--- src/rtl/scp_consts.vh ---
`ifndef SCP_CONSTS_VH
`define SCP_CONSTS_VH
// ****************************************
// Word format
// ****************************************
`define SCP_WORD_BITS 5'd24
`define SCP_ADDR_BITS 5'd16
`define SCP_CNT_LAST 5'd23
`define SCP_CNT_ADDR 5'd15
`define SCP_BIT_RW 23
`define SCP_BIT_FIX 22
// ****************************************
// Register offsets
// ****************************************
`define SCP_DITHER_DISABLE_CTRL 14'h0001
`define SCP_CHAN_A_GAIN_ENABLE 14'h0003
`define SCP_CHAN_B_GAIN_ENABLE 14'h0004
`define SCP_PATTERN_ENABLE_SOFT_RESET 14'h0006
`define SCP_CHAN_A_SPECIAL_FAST_OVR 14'h0007
`define SCP_CHAN_B_SPECIAL_SELECT 14'h0008
`define SCP_PATTERN_ALIGN_FORMAT 14'h0009
`define SCP_CHAN_A_PATTERN_SELECT 14'h000a
`define SCP_CHAN_B_PATTERN_SELECT 14'h000b
`define SCP_CHAN_A_GAIN_SETTING 14'h000c
`define SCP_CHAN_B_GAIN_SETTING 14'h000d
`define SCP_USER_PATTERN_HIGH 14'h000e
`define SCP_USER_PATTERN_LOW 14'h000f
`define SCP_SLOW_RATE_SELECT 14'h0013
`define SCP_POWER_DOWN_CTRL 14'h0015
`define SCP_CLOCK_DIVIDER_SELECT 14'h0027
`define SCP_SERIAL_LINK_CTRL 14'h002a
`define SCP_LANE_PARAM_SELECT 14'h002b
`define SCP_SCRAMBLER_CTRL 14'h002f
`define SCP_OCTETS_PER_FRAME_CFG 14'h0030
`define SCP_FRAMES_PER_MF_CFG 14'h0031
`define SCP_NUM_REGS 21
`define SCP_REG_RESET 8'h00
// ****************************************
// Field positions
// ****************************************
`define SCP_SOFT_RESET_BIT 0
`define SCP_GAIN_EN_BIT 1
`define SCP_FAST_OVR_SEL_BIT 1
`define SCP_GAIN_MAX 4'hc
// ****************************************
// Overrange and timing
// ****************************************
`define SCP_MAX_CODE 16'h3fff
`define SCP_FAST_OVR_LAT 9
`define SCP_CLK_NS 100
`define SCP_RST_MIN_NS 10
`define SCP_RST_MIN_CYC 1
`define SCP_RST_MAX_NS 1000
`define SCP_RST_MAX_CYC (`SCP_RST_MAX_NS / `SCP_CLK_NS)
`define SCP_SEN_DELAY_NS 100
`define SCP_SEN_DELAY_CYC ((`SCP_SEN_DELAY_NS + `SCP_CLK_NS - 1) / `SCP_CLK_NS)
`endif

--- src/rtl/scp_sync.v ---
`timescale 1ns/100ps
module scp_sync #(
    parameter W = 1,
    parameter [W-1:0] INIT = {W{1'b0}}
) (
    clk,
    reset,
    d,
    q
);
    input wire clk;
    input wire reset;
    input wire [W-1:0] d;
    output reg [W-1:0] q;
    reg [W-1:0] meta_q;
    always @(posedge clk) begin
        if (reset) begin
            meta_q <= INIT;
            q <= INIT;
        end else begin
            meta_q <= d;
            q <= meta_q;
        end
    end
endmodule // scp_sync

--- src/rtl/scp_ovr_path.v ---
`timescale 1ns/100ps
`include "scp_consts.vh"
module scp_ovr_path (
    clk,
    reset,
    sample_tick,
    raw_in,
    gain_code,
    threshold,
    fast_sel,
    ovr_out
);
    input wire clk;
    input wire reset;
    input wire sample_tick;
    input wire [15:0] raw_in;
    input wire [3:0] gain_code;
    input wire [15:0] threshold;
    input wire fast_sel;
    output reg ovr_out;
    reg [9:0] mult;
    wire [25:0] prod;
    reg norm_q;
    reg [`SCP_FAST_OVR_LAT-1:0] fast_q;
    // ****************************************
    // Gain in 0.5 dB steps, Q8 factors
    // ****************************************
    always @* begin
        case (gain_code)
            4'h0: mult = 10'd256;
            4'h1: mult = 10'd271;
            4'h2: mult = 10'd287;
            4'h3: mult = 10'd304;
            4'h4: mult = 10'd323;
            4'h5: mult = 10'd342;
            4'h6: mult = 10'd362;
            4'h7: mult = 10'd383;
            4'h8: mult = 10'd406;
            4'h9: mult = 10'd430;
            4'ha: mult = 10'd456;
            4'hb: mult = 10'd483;
            default: mult = 10'd511;
        endcase
    end
    assign prod = raw_in * mult;
    always @(posedge clk) begin
        if (reset) begin
            norm_q <= 1'b0;
            fast_q <= {`SCP_FAST_OVR_LAT{1'b0}};
            ovr_out <= 1'b0;
        end else begin
            if (sample_tick) begin
                norm_q <= (prod[25:8] > {2'b00, `SCP_MAX_CODE});
                fast_q <= {fast_q[`SCP_FAST_OVR_LAT-2:0], raw_in > threshold};
            end
            ovr_out <= fast_sel ? fast_q[`SCP_FAST_OVR_LAT-1] : norm_q;
        end
    end
endmodule // scp_ovr_path

--- src/rtl/scp_top.v ---
`timescale 1ns/100ps
`include "scp_consts.vh"
module scp_top (
    clk,
    reset,
    shift_clk,
    port_select_low,
    port_serial_in,
    port_serial_out,
    port_serial_out_oe_n,
    sample_tick,
    raw_a,
    raw_b,
    fast_ovr_threshold,
    overrange_out_a,
    overrange_out_b
);
    input wire clk;
    input wire reset;
    input wire shift_clk;
    input wire port_select_low;
    input wire port_serial_in;
    output reg port_serial_out;
    output reg port_serial_out_oe_n;
    input wire sample_tick;
    input wire [15:0] raw_a;
    input wire [15:0] raw_b;
    input wire [15:0] fast_ovr_threshold;
    output wire overrange_out_a;
    output wire overrange_out_b;

    // ****************************************
    // Pin synchronisers
    // ****************************************
    wire [2:0] pins_s;
    wire sclk_s;
    wire sel_s;
    wire din_s;
    reg sclk_prev_q;
    wire sclk_rise;
    wire sclk_fall;

    // Two flops per pin; the shift clock is sampled, never used as a clock
    // Select idles high so a reset never opens a frame
    scp_sync #(
        .W(3),
        .INIT(3'b010)
    ) u_pin_sync (
        .clk(clk),
        .reset(reset),
        .d({shift_clk, port_select_low, port_serial_in}),
        .q(pins_s)
    );

    assign sclk_s = pins_s[2];
    assign sel_s = pins_s[1];
    assign din_s = pins_s[0];
    // The edge detector resets to the idle low level, so reset makes no edge
    assign sclk_rise = sclk_s & ~sclk_prev_q;
    assign sclk_fall = ~sclk_s & sclk_prev_q;

    always @(posedge clk) begin
        if (reset) begin
            sclk_prev_q <= 1'b0;
        end else begin
            sclk_prev_q <= sclk_s;
        end
    end

    // ****************************************
    // Register decode
    // ****************************************
    // Storage slot of each mapped register; a decode hit adds bit 5
    // Converter setup
    localparam [4:0] IDX_DITHER_CTRL = 5'h00;
    localparam [4:0] IDX_A_GAIN_EN = 5'h01;
    localparam [4:0] IDX_B_GAIN_EN = 5'h02;
    localparam [4:0] IDX_PAT_SOFT_RST = 5'h03;
    localparam [4:0] IDX_A_SPECIAL_FOVR = 5'h04;
    localparam [4:0] IDX_B_SPECIAL = 5'h05;
    // Test patterns and gain
    localparam [4:0] IDX_PAT_ALIGN_FMT = 5'h06;
    localparam [4:0] IDX_A_PAT_SEL = 5'h07;
    localparam [4:0] IDX_B_PAT_SEL = 5'h08;
    localparam [4:0] IDX_A_GAIN_SET = 5'h09;
    localparam [4:0] IDX_B_GAIN_SET = 5'h0a;
    localparam [4:0] IDX_USER_PAT_HI = 5'h0b;
    localparam [4:0] IDX_USER_PAT_LO = 5'h0c;
    // Rate, power and clock
    localparam [4:0] IDX_SLOW_RATE = 5'h0d;
    localparam [4:0] IDX_POWER_DOWN = 5'h0e;
    localparam [4:0] IDX_CLK_DIV = 5'h0f;
    // Serial link
    localparam [4:0] IDX_LINK_CTRL = 5'h10;
    localparam [4:0] IDX_LANE_PARAM = 5'h11;
    localparam [4:0] IDX_SCRAMBLER = 5'h12;
    localparam [4:0] IDX_OCTETS_FRAME = 5'h13;
    localparam [4:0] IDX_FRAMES_MF = 5'h14;

    // Returns {valid, index}; unmapped addresses read zero, ignore writes
    function [5:0] reg_index;
        input [13:0] a;
        begin
            if (a == `SCP_DITHER_DISABLE_CTRL) begin
                reg_index = {1'b1, IDX_DITHER_CTRL};
            end else if (a == `SCP_CHAN_A_GAIN_ENABLE) begin
                reg_index = {1'b1, IDX_A_GAIN_EN};
            end else if (a == `SCP_CHAN_B_GAIN_ENABLE) begin
                reg_index = {1'b1, IDX_B_GAIN_EN};
            end else if (a == `SCP_PATTERN_ENABLE_SOFT_RESET) begin
                reg_index = {1'b1, IDX_PAT_SOFT_RST};
            end else if (a == `SCP_CHAN_A_SPECIAL_FAST_OVR) begin
                reg_index = {1'b1, IDX_A_SPECIAL_FOVR};
            end else if (a == `SCP_CHAN_B_SPECIAL_SELECT) begin
                reg_index = {1'b1, IDX_B_SPECIAL};
            end else if (a == `SCP_PATTERN_ALIGN_FORMAT) begin
                reg_index = {1'b1, IDX_PAT_ALIGN_FMT};
            end else if (a == `SCP_CHAN_A_PATTERN_SELECT) begin
                reg_index = {1'b1, IDX_A_PAT_SEL};
            end else if (a == `SCP_CHAN_B_PATTERN_SELECT) begin
                reg_index = {1'b1, IDX_B_PAT_SEL};
            end else if (a == `SCP_CHAN_A_GAIN_SETTING) begin
                reg_index = {1'b1, IDX_A_GAIN_SET};
            end else if (a == `SCP_CHAN_B_GAIN_SETTING) begin
                reg_index = {1'b1, IDX_B_GAIN_SET};
            end else if (a == `SCP_USER_PATTERN_HIGH) begin
                reg_index = {1'b1, IDX_USER_PAT_HI};
            end else if (a == `SCP_USER_PATTERN_LOW) begin
                reg_index = {1'b1, IDX_USER_PAT_LO};
            end else if (a == `SCP_SLOW_RATE_SELECT) begin
                reg_index = {1'b1, IDX_SLOW_RATE};
            end else if (a == `SCP_POWER_DOWN_CTRL) begin
                reg_index = {1'b1, IDX_POWER_DOWN};
            end else if (a == `SCP_CLOCK_DIVIDER_SELECT) begin
                reg_index = {1'b1, IDX_CLK_DIV};
            end else if (a == `SCP_SERIAL_LINK_CTRL) begin
                reg_index = {1'b1, IDX_LINK_CTRL};
            end else if (a == `SCP_LANE_PARAM_SELECT) begin
                reg_index = {1'b1, IDX_LANE_PARAM};
            end else if (a == `SCP_SCRAMBLER_CTRL) begin
                reg_index = {1'b1, IDX_SCRAMBLER};
            end else if (a == `SCP_OCTETS_PER_FRAME_CFG) begin
                reg_index = {1'b1, IDX_OCTETS_FRAME};
            end else if (a == `SCP_FRAMES_PER_MF_CFG) begin
                reg_index = {1'b1, IDX_FRAMES_MF};
            end else begin
                reg_index = 6'h00;
            end
        end
    endfunction

    // ****************************************
    // Receive shifter
    // ****************************************
    reg [7:0] regs_q [0:`SCP_NUM_REGS-1];
    reg [22:0] sh_q;
    reg [4:0] cnt_q;
    reg rd_mode_q;
    reg [7:0] out_sh_q;
    wire [23:0] word;
    wire [15:0] head;
    wire word_rw;
    wire [13:0] word_addr;
    wire [7:0] word_data;
    wire head_rw;
    wire [13:0] head_addr;
    wire [5:0] wr_idx;
    wire [5:0] rd_idx;
    wire [7:0] rd_data;
    wire word_done;
    wire head_done;
    wire wr_en;
    wire soft_reset;
    wire out_step;
    integer i;

    // Words are MSB first, so the newest bit is always the LSB
    assign word = {sh_q, din_s};
    assign head = {sh_q[14:0], din_s};
    assign word_rw = word[`SCP_BIT_RW];
    // A14 is carried but not checked; a host that clears it still gets through
    assign word_addr = word[21:8];
    assign word_data = word[7:0];
    assign head_rw = head[15];
    assign head_addr = head[13:0];
    assign wr_idx = reg_index(word_addr);
    assign rd_idx = reg_index(head_addr);
    assign rd_data = rd_idx[5] ? regs_q[rd_idx[4:0]] : 8'h00;
    assign word_done = sclk_rise & ~sel_s & (cnt_q == `SCP_CNT_LAST);
    assign head_done = sclk_rise & ~sel_s & (cnt_q == `SCP_CNT_ADDR);
    // A write word clears readout only after its address, so the same word
    // that drops the flag may also write
    assign wr_en = word_done & ~word_rw & ~rd_mode_q & wr_idx[5];
    assign soft_reset = wr_en & (word_addr == `SCP_PATTERN_ENABLE_SOFT_RESET)
        & word_data[`SCP_SOFT_RESET_BIT];
    // Readout bits only move inside a frame, so a deselected clock leaves the pin alone
    assign out_step = sclk_fall & ~sel_s & rd_mode_q;

    always @(posedge clk) begin
        if (reset) begin
            sh_q <= 23'h00_0000;
        end else if (sel_s) begin
            // Select high discards any partial word
            sh_q <= 23'h00_0000;
        end else if (sclk_rise) begin
            sh_q <= word[22:0];
        end
    end

    // The counter wraps at each full word, so words may follow back to back
    always @(posedge clk) begin
        if (reset) begin
            cnt_q <= 5'h00;
        end else if (sel_s) begin
            cnt_q <= 5'h00;
        end else if (sclk_rise) begin
            if (cnt_q == `SCP_CNT_LAST) begin
                cnt_q <= 5'h00;
            end else begin
                cnt_q <= cnt_q + 5'h01;
            end
        end
    end

    // ****************************************
    // Register bank
    // ****************************************
    always @(posedge clk) begin
        if (reset || soft_reset) begin
            for (i = 0; i < `SCP_NUM_REGS; i = i + 1) begin
                regs_q[i] <= `SCP_REG_RESET;
            end
        end else if (wr_en) begin
            regs_q[wr_idx[4:0]] <= word_data;
        end
    end

    // ****************************************
    // Readout
    // ****************************************
    always @(posedge clk) begin
        if (reset) begin
            rd_mode_q <= 1'b0;
            port_serial_out_oe_n <= 1'b1;
            out_sh_q <= 8'h00;
            port_serial_out <= 1'b0;
        end else begin
            // Readout outlives the frame; only reset or a word with the flag clear ends it
            if (head_done) begin
                rd_mode_q <= head_rw;
                port_serial_out_oe_n <= ~head_rw;
                out_sh_q <= rd_data;
            end else if (out_step) begin
                port_serial_out <= out_sh_q[7];
                out_sh_q <= {out_sh_q[6:0], 1'b0};
            end
        end
    end

    // ****************************************
    // Gain and overrange
    // ****************************************
    wire [7:0] gen_a;
    wire [7:0] gen_b;
    wire [3:0] gset_a;
    wire [3:0] gset_b;
    reg [3:0] gain_a;
    reg [3:0] gain_b;
    wire fast_sel;

    assign gen_a = regs_q[IDX_A_GAIN_EN];
    assign gen_b = regs_q[IDX_B_GAIN_EN];
    assign gset_a = regs_q[IDX_A_GAIN_SET][3:0];
    // Channel B keeps its gain code in the upper nibble
    assign gset_b = regs_q[IDX_B_GAIN_SET][7:4];
    assign fast_sel = regs_q[IDX_A_SPECIAL_FOVR][`SCP_FAST_OVR_SEL_BIT];
    // Codes above 6 dB are not defined; clamp them at the top step
    always @* begin
        if (!gen_a[`SCP_GAIN_EN_BIT]) begin
            gain_a = 4'h0;
        end else if (gset_a > `SCP_GAIN_MAX) begin
            gain_a = `SCP_GAIN_MAX;
        end else begin
            gain_a = gset_a;
        end
    end

    always @* begin
        if (!gen_b[`SCP_GAIN_EN_BIT]) begin
            gain_b = 4'h0;
        end else if (gset_b > `SCP_GAIN_MAX) begin
            gain_b = `SCP_GAIN_MAX;
        end else begin
            gain_b = gset_b;
        end
    end

    // Both channels share the threshold and the fast select bit
    scp_ovr_path u_ovr_a (
        .clk(clk),
        .reset(reset),
        .sample_tick(sample_tick),
        .raw_in(raw_a),
        .gain_code(gain_a),
        .threshold(fast_ovr_threshold),
        .fast_sel(fast_sel),
        .ovr_out(overrange_out_a)
    );

    scp_ovr_path u_ovr_b (
        .clk(clk),
        .reset(reset),
        .sample_tick(sample_tick),
        .raw_in(raw_b),
        .gain_code(gain_b),
        .threshold(fast_ovr_threshold),
        .fast_sel(fast_sel),
        .ovr_out(overrange_out_b)
    );
endmodule // scp_top

--- config.mk ---
export PLATFORM = sky130hd
export DESIGN_NAME = scp_top
export DESIGN_NICKNAME = d
export VERILOG_FILES = /design/src/rtl/scp_sync.v /design/src/rtl/scp_ovr_path.v /design/src/rtl/scp_top.v
export VERILOG_INCLUDE_DIRS = /design/src /design/src/rtl
export SDC_FILE = /design/constraint.sdc
export NUM_CORES = 1
export LEC_CHECK = 0
export ABC_CLOCK_PERIOD_IN_PS = 13800
export BUFFER_PORTS_ARGS = -buffer_cell sky130_fd_sc_hd__buf_2
export CELL_PAD_IN_SITES_DETAIL_PLACEMENT = 1
export CELL_PAD_IN_SITES_GLOBAL_PLACEMENT = 1
export CORE_ASPECT_RATIO = 1.25
export CORE_UTILIZATION = 30
export DETAILED_ROUTE_END_ITERATION = 10
export PLACE_DENSITY = 0.53
export SLEW_MARGIN = 30
export SYNTH_ARGS = -nofsm -noshare
export SYNTH_HDL_FRONTEND = slang
export SYNTH_SLANG_ARGS = --single-unit
--- constraint.sdc ---
create_clock -name clk -period 13.8 [get_ports clk]
set_input_delay 1.38 -clock clk [delete_from_list [all_inputs] [get_ports clk]]
set_output_delay 1.38 -clock clk [all_outputs]
set_load 0.01 [all_outputs]
==> results.md <==
* Required time worst endpoint at 14240 ps
* Place WS at 6600 ps
* CP top delay family: adder cells
* Slew headroom at 0.361
* Hold Vio Cnt, Final at 0
* Drt total wl at 69300 um
* Top cell type's share of synthesized area at 0.256
* GP Congestion at 0.795
* Min Clock Period, post-route at 7150 ps
* Hold Slack at 413 ps
* Cell mode on critical path: fa_1
* Die Width at 244 um
* Antenna cells at 0
* Max-slew violations at 0
* Count leader, synth: nand2_1
* RSZ-0062 raised after global routing: no
* Outcome: finished clean
* Clock buffers created by TritonCTS at 30
* Reg-to-Reg Start: regs_q[10][7]$_SDFFCE_PN0P_
* Post-CTS Setup Bufs at 0
* Area delta synth->final at 10.4%
* Violation count after the first detailed-route iteration at 668
* CP max FO at 28
* CTS tree: built
* Leading area contributor after synthesis: edfxtp_1
* Hold Path Depth at 1
* Drt drc at 0
* Switching Fraction at 0.306
* Slew @ Worst Pin at 959 ps
* Reg-to-Reg End: u_ovr_b.norm_q$_SDFFE_PP0P_
* Port bufs at 57
* CP max-delay cell: edfxtp_1
* First-pass GRT wire length at 108000 um
* Post-cts sizing count at 0
* Ys Warns at 0
* Fin crit share at 0.518
* Die ar. at 0.0746 mm2
* WP buf/inv at 4
* # rows at 110
* TritonRoute pass-1 iters at 5
* Total congestion overflow at 0
* Hold endpoint: u_pin_sync.q[1]$_SDFF_PP1_
* R2R depth at 22
* Psw at 678 uW
* Final core occ at 0.336
* Io pins at 58
* Synth Area per Inst at 9.89 um2
* Total power at 2210 uW
* Aggregate global-route resource usage at 0.188
* Initial antenna violation count at 0
* DR vias at 16500
* Gate power share at 0.260
* Crit path capture type: register
* CTS Hold Bufs at 0
* Post-synth top cells: nand2_1 (283), inv_1 (242), fa_1 (192), edfxtp_1 (188), ha_1 (180)
* CP Class: reg -> reg
* Unique cell type count in the Yosys netlist at 94
* Starting Density at 0.305
* Post-route ant nets at 0
* Post-Synthesis Cells at 2229
* # clock sinks at 256
* Clk_lat worst skew at 570 ps
* Avg Vias per Cell at 5.11
* Fin worst setup slack at 6650 ps
* DP HPWL at 50800 um
* Root Driver: clkbuf_16
* CTS max path bufs at 3
* Hold Startpoint: u_pin_sync.meta_q[1]$_SDFF_PP1_
* Sequential area share after synthesis at 0.318
* Clock power frac at 0.353
* Synth Register Bits at 256
* Clock Pin Slew Worst Setup and Hold Paths at 60 ps
* Chip height at 305 um
* Vias in the first global route at 18300
* Lkg Pwr at 0.0114 uW
* Fmax at 0.140 GHz
* Nets at 2672
* Mapped cell area at 0.0221 mm2
* Sequence of cells on the critical path: nand2_1 > and3_1 > ha_1 > a22oi_1 > buf_4 > nand2_1 > fa_1 > inv_1 > fa_1 > fa_1 > fa_1 > inv_1 > fa_1 > inv_1 > ha_1 > a2111oi_0 > a2bb2oi_1 > o31a_1 > and3_1 > nor3_1 > o41ai_1 > o21ai_1
* CTS H-Tree Depth at 1
* Setup Skew at 12.3 ps
* Share of layout cells above drive strength 1 at 0.0872
* Largest net degree at the start of global routing at 44
* Power share of the sequential group at 0.388
* Register-to-register setup slack at 6650 ps
* Wire per inst at 21.5 um
* Min-delay worst type: reg -> reg
* Most area-consuming cells after synthesis: edfxtp_1 (26%), fa_1 (17%), ha_1 (10%)
* Max cap viols at 0
* Post-synth EDFFs at 188
* Post-synth top flop: edfxtp_1
* Int Pwr at 1540 uW
* Crit-path max cell delay at 960 ps
* Ys async rst share at 0
* Power Dens Cells at 90.9 mW/mm2
* CORE AREA at 0.0724 mm2
* Max VDD drop at 95.1 uV
* Final setup vio count at 0
* Worst EP arrival at 7590 ps
* Setup TNS at 0 ps
* Critical path launch point type: register
[power by group through the flow]
stage	combinational, uW	clock, uW	sequential (uW)
after CTS	595	806	859
after global placement	567	0	874
after floorplan	407	0	868
after detailed placement	591	0	875
after global routing	674	832	861
final	575	781	859
[kinds of logic (layout without fill, tap and decap cells)]
kind of cell / count (synthesis) / in the layout / synth area share
compound gates: 304 / 304 / 0.0984
xor+xnor: 6 / 6 / 0.00272
other cells: 1 / 21 / 0.000170
fa+ha+maj: 372 / 372 / 0.276
buf+inv: 376 / 397 / 0.0687
flops: 256 / 256 / 0.318
mux: 82 / 82 / 0.0382
simple gates: 832 / 832 / 0.198
[cell type report]
class                      count  area, um2
tap                          952       1190
clock buffer                  42        837
sequential                   256       7010
inverter                     244        916
timing repair buffer          97        597
multi-input combinational   1617      13700
clock inverter                14        120
fill                        8292      48000
[flip-flops by register name, summed over array words and instances, names as in the netlist, 3 cells and up]
signal / flops
cnt_q: 5
u_ovr_a.fast_q: 9
u_pin_sync.q: 3
out_sh_q: 8
u_pin_sync.meta_q: 3
sh_q: 23
regs_q: 188
u_ovr_b.fast_q: 9
[stage by stage]
stage | instance area, um2 | std cells
2_1_floorplan | 22100 | 2249
3_3_place_gp | 23300 | 3164
3_5_place_dp | 23400 | 3165
4_1_cts | 24300 | 3221
5_1_grt | 24300 | 3222
6_report | 24300 | 3222
[cells in the final DEF, fill, tap and decap left out, types with 9 or more instances in the layout]
cell type / synthesis / layout
clkbuf_16: 0 / 31
a21o_1: 23 / 23
nor2_1: 96 / 94
a2bb2oi_1: 10 / 10
dfxtp_1: 68 / 68
a221oi_1: 13 / 13
and2_1: 118 / 118
nand2b_1: 18 / 18
a22oi_1: 15 / 15
conb_1: 1 / 21
a21oi_1: 65 / 65
nor3b_1: 25 / 24
nand2_1: 283 / 283
nor3_1: 21 / 21
nand3_1: 27 / 27
o21ai_0: 33 / 33
buf_2: 27 / 57
ha_1: 180 / 180
fa_1: 192 / 192
a31oi_1: 10 / 9
edfxtp_1: 188 / 188
o21a_1: 17 / 17
nor2b_1: 14 / 11
o211ai_1: 10 / 10
inv_1: 242 / 242
clkbuf_1: 85 / 9
buf_4: 8 / 38
nand4_1: 13 / 13
a211oi_1: 37 / 36
and3_1: 169 / 169
mux2_2: 14 / 14
mux2i_1: 67 / 67
[per-layer routing]
| metal | GRT usage | part of all wire | vias to the layer above |
|---|---|---|---|
| met5 | 0 | 0 | - |
| met4 | 0.0539 | 0.029 | 0 |
| met3 | 0.0131 | 0.020 | 109 |
| met2 | 0.359 | 0.54 | 228 |
| met1 | 0.221 | 0.41 | 8485 |
| li1 | - | - | 7654 |
[worst max-delay path by stage]
stage / start / end / depth (start not counted)
6_report: regs_q[10][7]$_SDFFCE_PN0P_ / u_ovr_b.norm_q$_SDFFE_PP0P_ / 22
5_1_grt: regs_q[10][7]$_SDFFCE_PN0P_ / u_ovr_b.norm_q$_SDFFE_PP0P_ / 22
4_1_cts: regs_q[10][7]$_SDFFCE_PN0P_ / u_ovr_b.norm_q$_SDFFE_PP0P_ / 22
3_5_place_dp: regs_q[10][7]$_SDFFCE_PN0P_ / u_ovr_b.norm_q$_SDFFE_PP0P_ / 22
3_3_place_gp: regs_q[2][1]$_SDFFCE_PN0P_ / u_ovr_b.norm_q$_SDFFE_PP0P_ / 21
2_1_floorplan: regs_q[1][1]$_SDFFCE_PN0P_ / u_ovr_a.norm_q$_SDFFE_PP0P_ / 29
(Power assumes the default switching activity.)
